### config.mk
export PLATFORM = sky130hd
export DESIGN_NAME = flash_array_timing_ctrl
export DESIGN_NICKNAME = d
export VERILOG_FILES = /design/src/logic/flash_ctrl_pkg.sv /design/src/logic/flash_addr_decode.sv /design/src/logic/flash_pulse_timer.sv /design/src/logic/flash_array_timing_ctrl.sv
export SDC_FILE = /design/constraint.sdc
export NUM_CORES = 1
export LEC_CHECK = 0
export ABC_CLOCK_PERIOD_IN_PS = 10700
export BUFFER_PORTS_ARGS = -buffer_cell sky130_fd_sc_hd__buf_2
export CORE_ASPECT_RATIO = 0.6
export CORE_UTILIZATION = 50
export CTS_BUF_LIST = sky130_fd_sc_hd__clkbuf_8 sky130_fd_sc_hd__clkbuf_16
export DETAILED_ROUTE_END_ITERATION = 10
export PLACE_DENSITY = 0.68
export SLEW_MARGIN = 30
export SYNTH_ARGS = -nofsm -noshare
export SYNTH_HDL_FRONTEND = slang
export SYNTH_HIERARCHICAL = 1
export SYNTH_SLANG_ARGS = --single-unit
### constraint.sdc
create_clock -name core_clk_in -period 10.7 [get_ports core_clk_in]
set_input_delay 1.07 -clock core_clk_in [delete_from_list [all_inputs] [get_ports core_clk_in]]
set_output_delay 1.07 -clock core_clk_in [all_outputs]
set_load 0.02 [all_outputs]
### src/logic/flash_ctrl_pkg.sv
// shared constants, types and state records of the flash sequencer
package flash_ctrl_pkg;

    // ------------------------------------------------------------
    // array organisation
    // ------------------------------------------------------------
    localparam int unsigned FLASH_BYTES     = 8192;
    localparam int unsigned PAGE_COUNT      = 16;
    localparam int unsigned PAGE_BYTES      = 512;
    localparam int unsigned ROWS_PER_PAGE   = 8;
    localparam int unsigned ROW_BYTES       = 64;
    localparam int unsigned SECTOR_COUNT    = 8;
    localparam int unsigned SECTOR_BYTES    = 1024;
    localparam int unsigned OPTION_BYTES    = 2;
    localparam logic [15:0] PROG_FIRST      = 16'h0000;
    localparam logic [15:0] PROG_LAST       = 16'h1FFF;
    localparam logic [15:0] INFO_FIRST      = 16'hFE00;
    localparam logic [15:0] INFO_LAST       = 16'hFFFF;
    localparam logic [7:0]  ERASED_BYTE     = 8'hFF;

    // address field positions
    localparam int unsigned ROW_LSB         = 6;
    localparam int unsigned PAGE_LSB        = 9;
    localparam int unsigned SECTOR_LSB      = 10;

    // ------------------------------------------------------------
    // control codes
    // ------------------------------------------------------------
    localparam logic [7:0]  CMD_KEY_FIRST   = 8'h73;
    localparam logic [7:0]  CMD_KEY_SECOND  = 8'h8C;
    localparam logic [7:0]  CMD_KEY_SECTOR  = 8'h5E;
    localparam logic [7:0]  CMD_PAGE_ERASE  = 8'h95;
    localparam logic [7:0]  CMD_MASS_ERASE  = 8'h63;

    // ------------------------------------------------------------
    // timing
    // ------------------------------------------------------------
    localparam logic [15:0] KHZ_MIN         = 16'h0020;
    localparam logic [15:0] KHZ_MAX         = 16'h4E20;
    localparam logic [31:0] US_PER_MS       = 32'h0000_03E8;
    localparam int unsigned PROG_TIME_US    = 40;
    localparam int unsigned PAGE_ERASE_US   = 10000;
    localparam int unsigned MASS_ERASE_US   = 20000;

    // ------------------------------------------------------------
    // reset values
    // ------------------------------------------------------------
    localparam logic [15:0] KHZ_RESET       = 16'h0000;
    localparam logic [7:0]  PROTECT_RESET   = 8'h00;
    localparam logic [3:0]  PAGE_RESET      = 4'h0;

    // ------------------------------------------------------------
    // types
    // ------------------------------------------------------------
    typedef enum logic [1:0] {SEL_CONTROL, SEL_PAGE, SEL_KHZ_HIGH, SEL_KHZ_LOW} reg_sel_type;

    typedef enum logic [2:0] {
        ST_LOCKED, ST_PAGE_SET, ST_KEY_ONE, ST_KEY_TWO, ST_SECTOR_WR, ST_UNLOCKED, ST_BUSY
    } ctrl_state_type;

    typedef enum logic [1:0] {OP_NONE, OP_PROG, OP_PAGE_ERASE, OP_MASS_ERASE} op_type;

    typedef struct packed {
        logic        valid;
        logic        write;
        logic [15:0] addr;
        logic [7:0]  wdata;
    } mem_req_type;

    typedef struct packed {
        logic [15:0] addr;
        logic [2:0]  row;
        logic        info;
        logic        option;
        logic [7:0]  wdata;
        logic        rd;
        logic        prog;
        logic        page_erase;
        logic        mass_erase;
    } arr_cmd_type;

    typedef struct packed {
        logic        in_prog;
        logic        in_info;
        logic        option;
        logic [3:0]  page;
        logic [2:0]  sector;
        logic [2:0]  row;
    } addr_info_type;

    typedef struct packed {
        ctrl_state_type state;
        op_type         op;
        logic [3:0]     page;
        logic [15:0]    khz;
        logic [7:0]     protect;
        logic           rd_pend;
        logic           rd_blank;
        logic           rvalid;
        logic [7:0]     rdata;
        arr_cmd_type    cmd;
    } ctrl_reg_type;

    typedef struct packed {
        logic        running;
        logic        done;
        logic [31:0] elapsed;
        logic [31:0] target;
    } timer_reg_type;

endpackage

### src/logic/flash_addr_decode.sv
// address decoder: region, page, sector, row and option-byte flags
`timescale 1ns/10ps

module flash_addr_decode
(
    input  wire logic [15:0]                  addr_in,
    output flash_ctrl_pkg::addr_info_type     info_out
);

    // ------------------------------------------------------------
    // decode
    // ------------------------------------------------------------
    always_comb
    begin
        info_out.in_prog = (addr_in <= flash_ctrl_pkg::PROG_LAST);
        info_out.in_info = (addr_in >= flash_ctrl_pkg::INFO_FIRST);
        info_out.option  = (addr_in < 16'(flash_ctrl_pkg::OPTION_BYTES));
        info_out.page    = addr_in[flash_ctrl_pkg::PAGE_LSB +: 4];
        info_out.sector  = addr_in[flash_ctrl_pkg::SECTOR_LSB +: 3];
        info_out.row     = addr_in[flash_ctrl_pkg::ROW_LSB +: 3];
    end

endmodule

### src/logic/flash_pulse_timer.sv
// pulse timer whose length in microseconds is scaled by the clock rate in kHz
`timescale 1ns/10ps

module flash_pulse_timer
(
    input  wire logic        core_clk_in,
    input  wire logic        rst_in,
    input  wire logic        start_in,
    input  wire logic [15:0] dur_us_in,
    input  wire logic [15:0] khz_in,
    output logic             done_out
);

    flash_ctrl_pkg::timer_reg_type q, d;

    // ------------------------------------------------------------
    // elapsed time kept as cycles times 1000, target as us times kHz;
    // exact at any rate, no divider remainder to drift
    // ------------------------------------------------------------
    always_comb
    begin
        d      = q;
        d.done = 1'b0;
        if (start_in)
        begin
            d.running = 1'b1;
            d.elapsed = 32'h0000_0000;
            d.target  = 32'(dur_us_in) * 32'(khz_in);
        end
        else if (q.running)
        begin
            d.elapsed = q.elapsed + flash_ctrl_pkg::US_PER_MS;
            if (d.elapsed >= q.target)
            begin
                d.running = 1'b0;
                d.done    = 1'b1;
            end
        end
    end

    always_ff @(posedge core_clk_in)
    begin
        if (rst_in)
        begin
            q <= '0;
        end
        else
        begin
            q <= d;
        end
    end

    assign done_out = q.done;

endmodule

### src/logic/flash_array_timing_ctrl.sv
// flash sequencer: lock keys, protection, array strobes and pulse timing
// ------------------------------------------------------------
// ------------------------------------------------------------
`timescale 1ns/10ps

module flash_array_timing_ctrl
#(
    parameter int unsigned PROG_US       = flash_ctrl_pkg::PROG_TIME_US,
    parameter int unsigned PAGE_ERASE_US = flash_ctrl_pkg::PAGE_ERASE_US,
    parameter int unsigned MASS_ERASE_US = flash_ctrl_pkg::MASS_ERASE_US
)
(
    input  wire logic                         core_clk_in,
    input  wire logic                         rst_in,
    input  wire logic                         reg_wr_in,
    input  wire flash_ctrl_pkg::reg_sel_type  reg_sel_in,
    input  wire logic [7:0]                   reg_wdata_in,
    input  wire logic                         dbg_mode_in,
    input  wire logic                         write_allow_in,
    input  wire flash_ctrl_pkg::mem_req_type  mem_req_in,
    output logic                              mem_ready_out,
    output logic                              mem_rvalid_out,
    output logic [7:0]                        mem_rdata_out,
    output logic [15:0]                       flash_clock_khz_out,
    output logic                              locked_out,
    output logic                              busy_out,
    output logic [7:0]                        sector_protect_out,
    output flash_ctrl_pkg::arr_cmd_type       arr_cmd_out,
    input  wire logic [7:0]                   arr_rdata_in
);

    flash_ctrl_pkg::ctrl_reg_type  q, d;
    flash_ctrl_pkg::addr_info_type ainfo;
    logic                          khz_ok;
    logic                          page_open;
    logic                          timer_start;
    logic                          timer_done;
    logic [15:0]                   timer_dur;
    logic                          reg_take;
    logic                          mem_take;

    // ------------------------------------------------------------
    // helpers
    // ------------------------------------------------------------
    flash_addr_decode u_decode
    (
        .addr_in  (mem_req_in.addr),
        .info_out (ainfo)
    );

    flash_pulse_timer u_timer
    (
        .core_clk_in (core_clk_in),
        .rst_in      (rst_in),
        .start_in    (timer_start),
        .dur_us_in   (timer_dur),
        .khz_in      (q.khz),
        .done_out    (timer_done)
    );

    // a zero or out-of-range rate would give nonsense pulse lengths
    assign khz_ok    = (q.khz >= flash_ctrl_pkg::KHZ_MIN) &&
                       (q.khz <= flash_ctrl_pkg::KHZ_MAX);
    assign page_open = khz_ok && write_allow_in && !q.protect[q.page[3:1]];
    assign reg_take  = reg_wr_in && (q.state != flash_ctrl_pkg::ST_BUSY);
    assign mem_ready_out = (q.state != flash_ctrl_pkg::ST_BUSY) && !q.rd_pend && !reg_wr_in;
    assign mem_take  = mem_req_in.valid && mem_ready_out;
    assign timer_start = (d.state == flash_ctrl_pkg::ST_BUSY) &&
                         (q.state != flash_ctrl_pkg::ST_BUSY);

    always_comb
    begin
        unique case (d.op)
            flash_ctrl_pkg::OP_PAGE_ERASE: timer_dur = 16'(PAGE_ERASE_US);
            flash_ctrl_pkg::OP_MASS_ERASE: timer_dur = 16'(MASS_ERASE_US);
            default:                       timer_dur = 16'(PROG_US);
        endcase
    end

    // ------------------------------------------------------------
    // next state
    // ------------------------------------------------------------
    always_comb
    begin
        d        = q;
        d.rvalid = 1'b0;
        d.cmd.rd = 1'b0;
        if (q.rd_pend)
        begin
            d.rd_pend = 1'b0;
            d.rvalid  = 1'b1;
            d.rdata   = q.rd_blank ? flash_ctrl_pkg::ERASED_BYTE : arr_rdata_in;
        end
        if (reg_take)
        begin
            unique case (reg_sel_in)
                flash_ctrl_pkg::SEL_KHZ_HIGH: d.khz[15:8] = reg_wdata_in;
                flash_ctrl_pkg::SEL_KHZ_LOW:  d.khz[7:0]  = reg_wdata_in;
                flash_ctrl_pkg::SEL_PAGE:
                begin
                    unique case (q.state)
                        flash_ctrl_pkg::ST_KEY_TWO:
                        begin
                            // second page write must repeat the first
                            d.state = (reg_wdata_in[3:0] == q.page) ?
                                      flash_ctrl_pkg::ST_UNLOCKED :
                                      flash_ctrl_pkg::ST_LOCKED;
                        end
                        flash_ctrl_pkg::ST_SECTOR_WR:
                        begin
                            // protection bits only ever set until reset
                            d.protect = q.protect | reg_wdata_in;
                            d.state   = flash_ctrl_pkg::ST_LOCKED;
                        end
                        default:
                        begin
                            d.page  = reg_wdata_in[3:0];
                            d.state = flash_ctrl_pkg::ST_PAGE_SET;
                        end
                    endcase
                end
                flash_ctrl_pkg::SEL_CONTROL:
                begin
                    d.state = flash_ctrl_pkg::ST_LOCKED;
                    unique case (q.state)
                        flash_ctrl_pkg::ST_LOCKED, flash_ctrl_pkg::ST_PAGE_SET:
                        begin
                            if (reg_wdata_in == flash_ctrl_pkg::CMD_KEY_FIRST)
                            begin
                                d.state = flash_ctrl_pkg::ST_KEY_ONE;
                            end
                        end
                        flash_ctrl_pkg::ST_KEY_ONE:
                        begin
                            if (reg_wdata_in == flash_ctrl_pkg::CMD_KEY_SECOND)
                            begin
                                d.state = flash_ctrl_pkg::ST_KEY_TWO;
                            end
                            else if (reg_wdata_in == flash_ctrl_pkg::CMD_KEY_SECTOR)
                            begin
                                d.state = flash_ctrl_pkg::ST_SECTOR_WR;
                            end
                        end
                        flash_ctrl_pkg::ST_UNLOCKED:
                        begin
                            if (reg_wdata_in == flash_ctrl_pkg::CMD_PAGE_ERASE && page_open)
                            begin
                                d.state              = flash_ctrl_pkg::ST_BUSY;
                                d.op                 = flash_ctrl_pkg::OP_PAGE_ERASE;
                                d.cmd.addr           = {3'b000, q.page, 9'h000};
                                d.cmd.info           = 1'b0;
                                d.cmd.page_erase     = 1'b1;
                            end
                            else if (reg_wdata_in == flash_ctrl_pkg::CMD_MASS_ERASE &&
                                     dbg_mode_in && khz_ok && (q.protect == 8'h00))
                            begin
                                // whole-array erase reachable only from the debugger
                                d.state              = flash_ctrl_pkg::ST_BUSY;
                                d.op                 = flash_ctrl_pkg::OP_MASS_ERASE;
                                d.cmd.mass_erase     = 1'b1;
                            end
                        end
                        default:
                        begin
                            d.state = flash_ctrl_pkg::ST_LOCKED;
                        end
                    endcase
                end
            endcase
        end
        else if (mem_take)
        begin
            d.cmd.addr   = mem_req_in.addr;
            d.cmd.row    = ainfo.row;
            d.cmd.info   = ainfo.in_info;
            d.cmd.option = ainfo.option;
            if (!mem_req_in.write)
            begin
                // holes between the two regions read as erased, no array access
                d.rd_pend  = 1'b1;
                d.rd_blank = !(ainfo.in_prog || ainfo.in_info);
                d.cmd.rd   = ainfo.in_prog || ainfo.in_info;
            end
            else if (q.state == flash_ctrl_pkg::ST_UNLOCKED && ainfo.in_prog &&
                     ainfo.page == q.page && page_open)
            begin
                // the cell only drops ones, so wdata zeros are what get programmed
                d.state     = flash_ctrl_pkg::ST_BUSY;
                d.op        = flash_ctrl_pkg::OP_PROG;
                d.cmd.wdata = mem_req_in.wdata;
                d.cmd.prog  = 1'b1;
            end
        end
        if (q.state == flash_ctrl_pkg::ST_BUSY && timer_done)
        begin
            d.cmd.prog       = 1'b0;
            d.cmd.page_erase = 1'b0;
            d.cmd.mass_erase = 1'b0;
            d.op             = flash_ctrl_pkg::OP_NONE;
            // a page stays open between byte writes; erases always relock
            d.state = (q.op == flash_ctrl_pkg::OP_PROG) ? flash_ctrl_pkg::ST_UNLOCKED :
                                                          flash_ctrl_pkg::ST_LOCKED;
        end
    end

    // ------------------------------------------------------------
    // state register
    // ------------------------------------------------------------
    always_ff @(posedge core_clk_in)
    begin
        if (rst_in)
        begin
            q         <= '0;
            q.state   <= flash_ctrl_pkg::ST_LOCKED;
            q.op      <= flash_ctrl_pkg::OP_NONE;
            q.khz     <= flash_ctrl_pkg::KHZ_RESET;
            q.protect <= flash_ctrl_pkg::PROTECT_RESET;
            q.page    <= flash_ctrl_pkg::PAGE_RESET;
        end
        else
        begin
            q <= d;
        end
    end

    assign mem_rvalid_out      = q.rvalid;
    assign mem_rdata_out       = q.rdata;
    assign flash_clock_khz_out = q.khz;
    assign locked_out          = (q.state != flash_ctrl_pkg::ST_UNLOCKED);
    assign busy_out            = (q.state == flash_ctrl_pkg::ST_BUSY);
    assign sector_protect_out  = q.protect;
    assign arr_cmd_out         = q.cmd;

    logic page_wr;
    logic ctl_wr;
    assign page_wr = reg_take && reg_sel_in == flash_ctrl_pkg::SEL_PAGE;
    assign ctl_wr  = reg_take && reg_sel_in == flash_ctrl_pkg::SEL_CONTROL;
endmodule

==> metrics.md, run 1 <==
| Metric | Value |
|---|---|
| Top-level port count | `118` |
| Pwr per Cell Area | `slightly above 80 nW/um2` |
| Highest Clock Rate | `108 MHz` |
| Maximum root-to-sink buffer count | `2` |
| Clock network fraction of design power | `0.427` |
| Overall power | `1.38 mW` |
| Number of cells produced by synthesis | `1870` |
| TritonCTS clock tree | `yes` |
| Commonest non-fill, non-tap cell in the layout | `inv_1` |
| Drt pass-1 iters | `5` |
| Part of the power in combinational logic | `0.181` |
| Floorplan row count | `50` |
| Reg power frac | `0.392` |
| Clock buffer count from CTS | `17` |
| Post-layout net count | `~2300` |
| Pin count of the biggest net entering global routing | `60` |
| Root buffer cell | `clkbuf_16` |
| Drt first-iter violations | `1360` |
| Initial core utilization | `0.510` |
| Via density | `5.43` |
| Crit Path Category | `reg -> reg` |
| Antenna diode count | `0` |
| Depth of the CTS H-tree | `4` |
| Most common cell type on the critical path | `fa_1` |
| Post-Synthesis Cell Area | `16000 um2` |
| Avg WL per Cell | `17.3 um` |
| Reported net switching power | `0.419 mW` |
| Worst min path class | `reg -> reg` |
| Number of max-cap violations | `0` |
| Layout Area Growth over Synthesis | `7.24%` |
| Post-Route M1 WL | `19800 um` |
| Fin Setup TNS | `0 ns` |
| Non-filler cells, final | `2338` |
| Count of input and output buffers | `between 100 and 150` |
| Biggest fanout along the worst timing path | `27` |
| Slowest cell delay on critical path | `0.89 ns` |
| Max-slew violation count | `0` |
| WL final | `slightly above 40000 um` |
| Clock Sinks | `140` |
| RSZ-0062 raised after global routing | `no` |
| Latest clock arrival within the worst-skew pair | `0.42 ns` |
| Buffers plus inverters on the worst setup path | `4` |
| CTS clock-pin slew for the worst setup and hold paths | `~0.06 ns` |
| Core ar. | `31300 um2` |
| Family with the most delay on the worst path | `adder cells` |
| Global-route wire length before repair | `~65000 um` |
| Clk_skew | `0.00830 ns` |
| Final worst path period share | `0.863` |
| Sum of overflow across all layers after global routing | `0` |
| Critical path data arrival time | `roughly 9.6 ns` |
| Total instance count after detailed placement | `2306` |
| Relative slew margins | `0.345` |
| Setup Viol. Count Final | `0` |
| Critical path's slowest cell | `or4_1` |
| Worst Setup Slack post-DPL | `1.29 ns` |
| Final critical-path required period | `9.24 ns` |
| Antenna violations before repair | `0` |
| Run status | `completed` |
| Measured slew at the worst slew-check pin | `0.981 ns` |
| Height of the die | `140 um` |
| CTS resizes | `0` |
| Type of element capturing the critical path | `register` |
| Count of hold buffers inserted by post-cts repair | `0` |
| Vias in the first global route | `approximately 12000` |
| Fraction of layout instances using a drive strength above 1 | `0.101` |
| Routability Congestion | `0.932` |
| Highest metal layer used by the detailed router | `met5` |
| Endpoint required time on the critical path | `11.01 ns` |
| Post-DP HPWL | `between 30000 and 40000 um` |
| Most frequent cells in the layout | `inv_1, nand2_1, fa_1` |
| Min setup slack post-route | `between 1 and 1.5 ns` |
| Die width | `between 200 and 250 um` |
| Met3 routed wirelength | `4020 um` |
| Cell-internal power | `roughly 0.96 mW` |
| Die area | `32600 um2` |
| Met2 wire length | `about 16000 um` |
| Post-CTS setup buffers | `0` |
| Max rail drop VDD | `119 uV` |
| Avg Cell Area, Syn | `8.53 um2` |
| Final number of hold-violating endpoints | `0` |
| # DRC | `0` |
| Proportion of total power due to net switching | `0.304` |
| Worst setup SP type | `register` |
| LEAKAGE | `8.24 nW` |
| Number of antenna-violating nets in the routed design | `0` |
| Global Route Usage Sum | `0.254` |
| Synthesis Warnings | `6` |
| Vias post-DR | `12700` |
-- sequential cells by signal, summed over array words and instances (netlist names) --
| register | flops |
|---|---|
| mem_rdata_out | 8 |
| sector_protect_out | 8 |
| u_timer/done_out | 1 |
| q | 11 |
| mem_rvalid_out | 1 |
| flash_clock_khz_out | 16 |
| u_timer/q | 62 |
| arr_cmd_out | 33 |
-- tightest hold or removal path, cell delays in order, from the launching register on --
cell	delay [ns]
dfxtp_1	0.31
nand2_1	0.05
a21oi_1	0.05
-- power by group through the flow --
stage	Clock [mW]	Sequential, mW	Combinational (mW)
global route	0.623	0.541	0.278
floorplan	0	0.547	0.185
detailed placement	0	0.551	0.241
global placement	0	0.551	0.236
finish	0.587	0.540	0.249
CTS	0.595	0.540	0.243
-- metal layers --
layer | track usage | vias up
met5 | 0.0134 | -
met4 | 0.0413 | 2
met3 | 0.0739 | 33
met2 | 0.352 | 524
met1 | 0.390 | 6213
li1 | - | 5931
-- worst paths after layout --
kind / start / to / slack [ns] / cells after the start
worst max-delay path: flash_clock_khz_out[3] / u_timer/q[26] / 1.46 / 26
worst min-delay path: arr_cmd_out[16] / arr_cmd_out[16] / 0.46 / 2
worst max register to register: flash_clock_khz_out[3] / u_timer/q[26] / 1.46 / 26
worst min register to register: arr_cmd_out[16] / arr_cmd_out[16] / 0.46 / 2
-- cell type report --
cell class / count / area [um2]
fillers: 2885 / 14200
repair buffers: 140 / 758
well taps: 416 / 520
clock inverters: 13 / 131
multi-input cells: 1340 / 11400
inverters: 270 / 1010
clock buffers: 19 / 453
flip-flops and latches: 140 / 2800
-- per-stage QoR --
stage | utilization | instance area [um2] | hold slack [ns]
after global routing | 0.547 | 17100 | 0.481
after global placement | 0.528 | 16500 | 0.444
after floorplan | - | 16100 | 0.437
after detailed placement | 0.528 | 16500 | 0.451
after CTS | 0.547 | 17100 | 0.460
final | 0.547 | 17100 | 0.456
(Power assumes the default switching activity.)
==> run 2: changes to the inputs <==
Settings changed: CELL_PAD_IN_SITES_DETAIL_PLACEMENT set to 0, CELL_PAD_IN_SITES_GLOBAL_PLACEMENT set to 2, CORE_UTILIZATION 50 to 39, PLACE_DENSITY 0.68 to not set, PLACE_DENSITY_LB_ADDON set to 0.1.
==> metrics.md, run 2 (synthesis gave the netlist of run 1 again) <==
| Metric | Value |
|---|---|
| Pin count of the biggest net entering global routing | `79 (was 60)` |
| Post-DP HPWL | `34000 um (was 31800 um)` |
| RSZ-0062 raised after global routing | `no (unchanged)` |
| CTS resizes | `0 (unchanged)` |
| Post-layout net count | `2289 (was 2286)` |
| Count of input and output buffers | `117 (unchanged)` |
| WL final | `43500 um (was 40500 um)` |
| Worst reg2reg setup slack | `1.55 ns (was 1.46 ns)` |
| Global Route Usage Sum | `0.219 (was 0.254)` |
| Hold Worst Slack | `0.453 ns (was 0.456 ns)` |
| Vias post-DR | `12200 (was 12700)` |
| # DRC | `0 (unchanged)` |
| Measured slew at the worst slew-check pin | `0.944 ns (was 0.981 ns)` |
| Worst min path class | `reg -> reg (unchanged)` |
| Commonest non-fill, non-tap cell in the layout | `inv_1 (unchanged)` |
| Number of max-cap violations | `0 (unchanged)` |
| Clk_skew | `0.0128 ns (was 0.00830 ns)` |
| TritonCTS clock tree | `yes (unchanged)` |
| CTS clock-pin slew for the worst setup and hold paths | `0.07 ns (was 0.06 ns)` |
| Max rail drop VDD | `77.8 uV (was 119 uV)` |
| Fraction of layout instances using a drive strength above 1 | `0.102 (was 0.101)` |
| Top-level port count | `118 (unchanged)` |
| Core ar. | `39700 um2 (was 31300 um2)` |
| Latest clock arrival within the worst-skew pair | `0.43 ns (was 0.42 ns)` |
| Height of the die | `159 um (was 140 um)` |
| Drt first-iter violations | `817 (was 1360)` |
| Endpoint required time on the critical path | `11.01 ns (about the same)` |
| Non-filler cells, final | `2449 (was 2338)` |
| Count of hold buffers inserted by post-cts repair | `0 (unchanged)` |
| Final worst path period share | `0.856 (was 0.863)` |
| Number of antenna-violating nets in the routed design | `0 (unchanged)` |
| Type of element capturing the critical path | `register (unchanged)` |
| Critical path data arrival time | `9.46 ns (was 9.55 ns)` |
| Highest Clock Rate | `109 MHz (was 108 MHz)` |
| Total instance count after detailed placement | `2414 (was 2306)` |
| Die area | `41700 um2 (was 32600 um2)` |
| Depth of the CTS H-tree | `4 (unchanged)` |
| Antenna violations before repair | `2 (was 0)` |
| Floorplan row count | `56 (was 50)` |
| Run status | `completed (unchanged)` |
| Max reg flops | `62 (unchanged)` |
| Max-slew violation count | `0 (unchanged)` |
| Most frequent cells in the layout | `inv_1, nand2_1, fa_1 (unchanged)` |
| Global-route wire length before repair | `70200 um (was 65300 um)` |
| Final number of hold-violating endpoints | `0 (unchanged)` |
| Root buffer cell | `clkbuf_16 (unchanged)` |
| Crit Path Category | `reg -> reg (unchanged)` |
| LEAKAGE | `8.24 nW (about the same)` |
| Worst Setup Slack post-DPL | `1.18 ns (was 1.29 ns)` |
| Relative slew margins | `0.370 (was 0.345)` |
| Initial core utilization | `0.402 (was 0.510)` |
| Post-CTS setup buffers | `0 (unchanged)` |
| Clock buffer count from CTS | `17 (unchanged)` |
| Pwr per Cell Area | `78.5 nW/um2 (was 80.5 nW/um2)` |
| Min setup slack post-route | `1.55 ns (was 1.46 ns)` |
| Setup Viol. Count Final | `0 (unchanged)` |
| Layout Area Growth over Synthesis | `8.08% (was 7.24%)` |
| Die width | `263 um (was 233 um)` |
| Largest register by flop count | `u_timer/q (unchanged)` |
| Clock Sinks | `140 (unchanged)` |
| Routability Congestion | `0.822 (was 0.932)` |
| Drt pass-1 iters | `5 (unchanged)` |
| Fin Setup TNS | `0 ns (unchanged)` |
| Via density | `4.96 (was 5.43)` |
| Final critical-path required period | `9.15 ns (was 9.24 ns)` |
| Avg WL per Cell | `17.8 um (was 17.3 um)` |
| Worst setup SP type | `register (unchanged)` |
| Maximum root-to-sink buffer count | `2 (unchanged)` |
| Vias in the first global route | `12000 (was 12400)` |
| Biggest fanout along the worst timing path | `20 (was 27)` |
| Sum of overflow across all layers after global routing | `0 (unchanged)` |
==> run 2: cell count changes in the layout (fill, tap and decap cells not counted), sizes merged <==
cell,change
clkinv,-1
clkbuf,-1
buf,+3
inv,+1
bufinv,-1
diode,+2
clkinvlp,+2
==> run 2: per-stage QoR <==
stage	power, mW	util	cell area, um2
final	1.35	0.435	17200
after global routing	1.43	0.435	17200
after CTS	1.36	0.434	17200
after detailed placement	0.798	0.420	16700
after global placement	0.797	0.420	16700
after floorplan	0.732	-	16100
==> run 2: final timing paths <==
| path | start | to | cells after the start |
|---|---|---|---|
| worst max-delay path | flash_clock_khz_out[13] | u_timer/q[26] | 26 |
| worst min-delay path | arr_cmd_out[14] | arr_cmd_out[14] | 2 |
| worst max register to register | flash_clock_khz_out[13] | u_timer/q[26] | 26 |
| worst min register to register | arr_cmd_out[14] | arr_cmd_out[14] | 2 |
==> run 2: power breakdown <==
group / internal, mW / switching, mW / total, mW
logic: 0.0894 / 0.163 / 0.252
clock network: 0.307 / 0.257 / 0.563
registers: 0.529 / 0.00903 / 0.538
total: 0.926 / 0.428 / 1.35
==> run 2: critical path, cell delays in order, from the launching register on <==
cell and delay [ns]:
dfxtp_1 0.91, nor3_1 0.22, a21oi_1 0.21, o211ai_1 0.20, and2_1 0.23, or4_1 0.87, a21oi_4 0.62, buf_8 0.25
nand2_1 0.09, fa_1 0.56, fa_1 0.44, fa_1 0.48, fa_1 0.49, inv_1 0.05, fa_1 0.53, inv_1 0.05
fa_1 0.52, inv_1 0.04, ha_1 0.37, a211o_1 0.30, a211oi_1 0.25, a21oi_1 0.14, a21oi_1 0.39, o31ai_1 0.21
a21boi_1 0.23, nor3_1 0.07, a221o_1 0.27
==> run 2: final cells by class <==
| type | count | area, um2 |
|---|---|---|
| diodes | 2 | 5.00 |
| clock buffers | 18 | 439 |
| clock inverters | 14 | 109 |
| fillers | 4045 | 22400 |
| inverters | 270 | 1010 |
| multi-input cells | 1340 | 11400 |
| flip-flops and latches | 140 | 2800 |
| well taps | 522 | 653 |
| repair buffers | 143 | 791 |
==> run 2: per-layer routing <==
layer / global-route usage / up-vias / routed length, um / part of all wire
met1: 0.355 / 5971 / 24100 / 0.55
met5: 0 / - / 0 / 0
met3: 0.0269 / 20 / 1980 / 0.046
met4: 0.0320 / 0 / 306 / 0.0070
met2: 0.305 / 230 / 17100 / 0.39
li1: - / 5936 / - / -
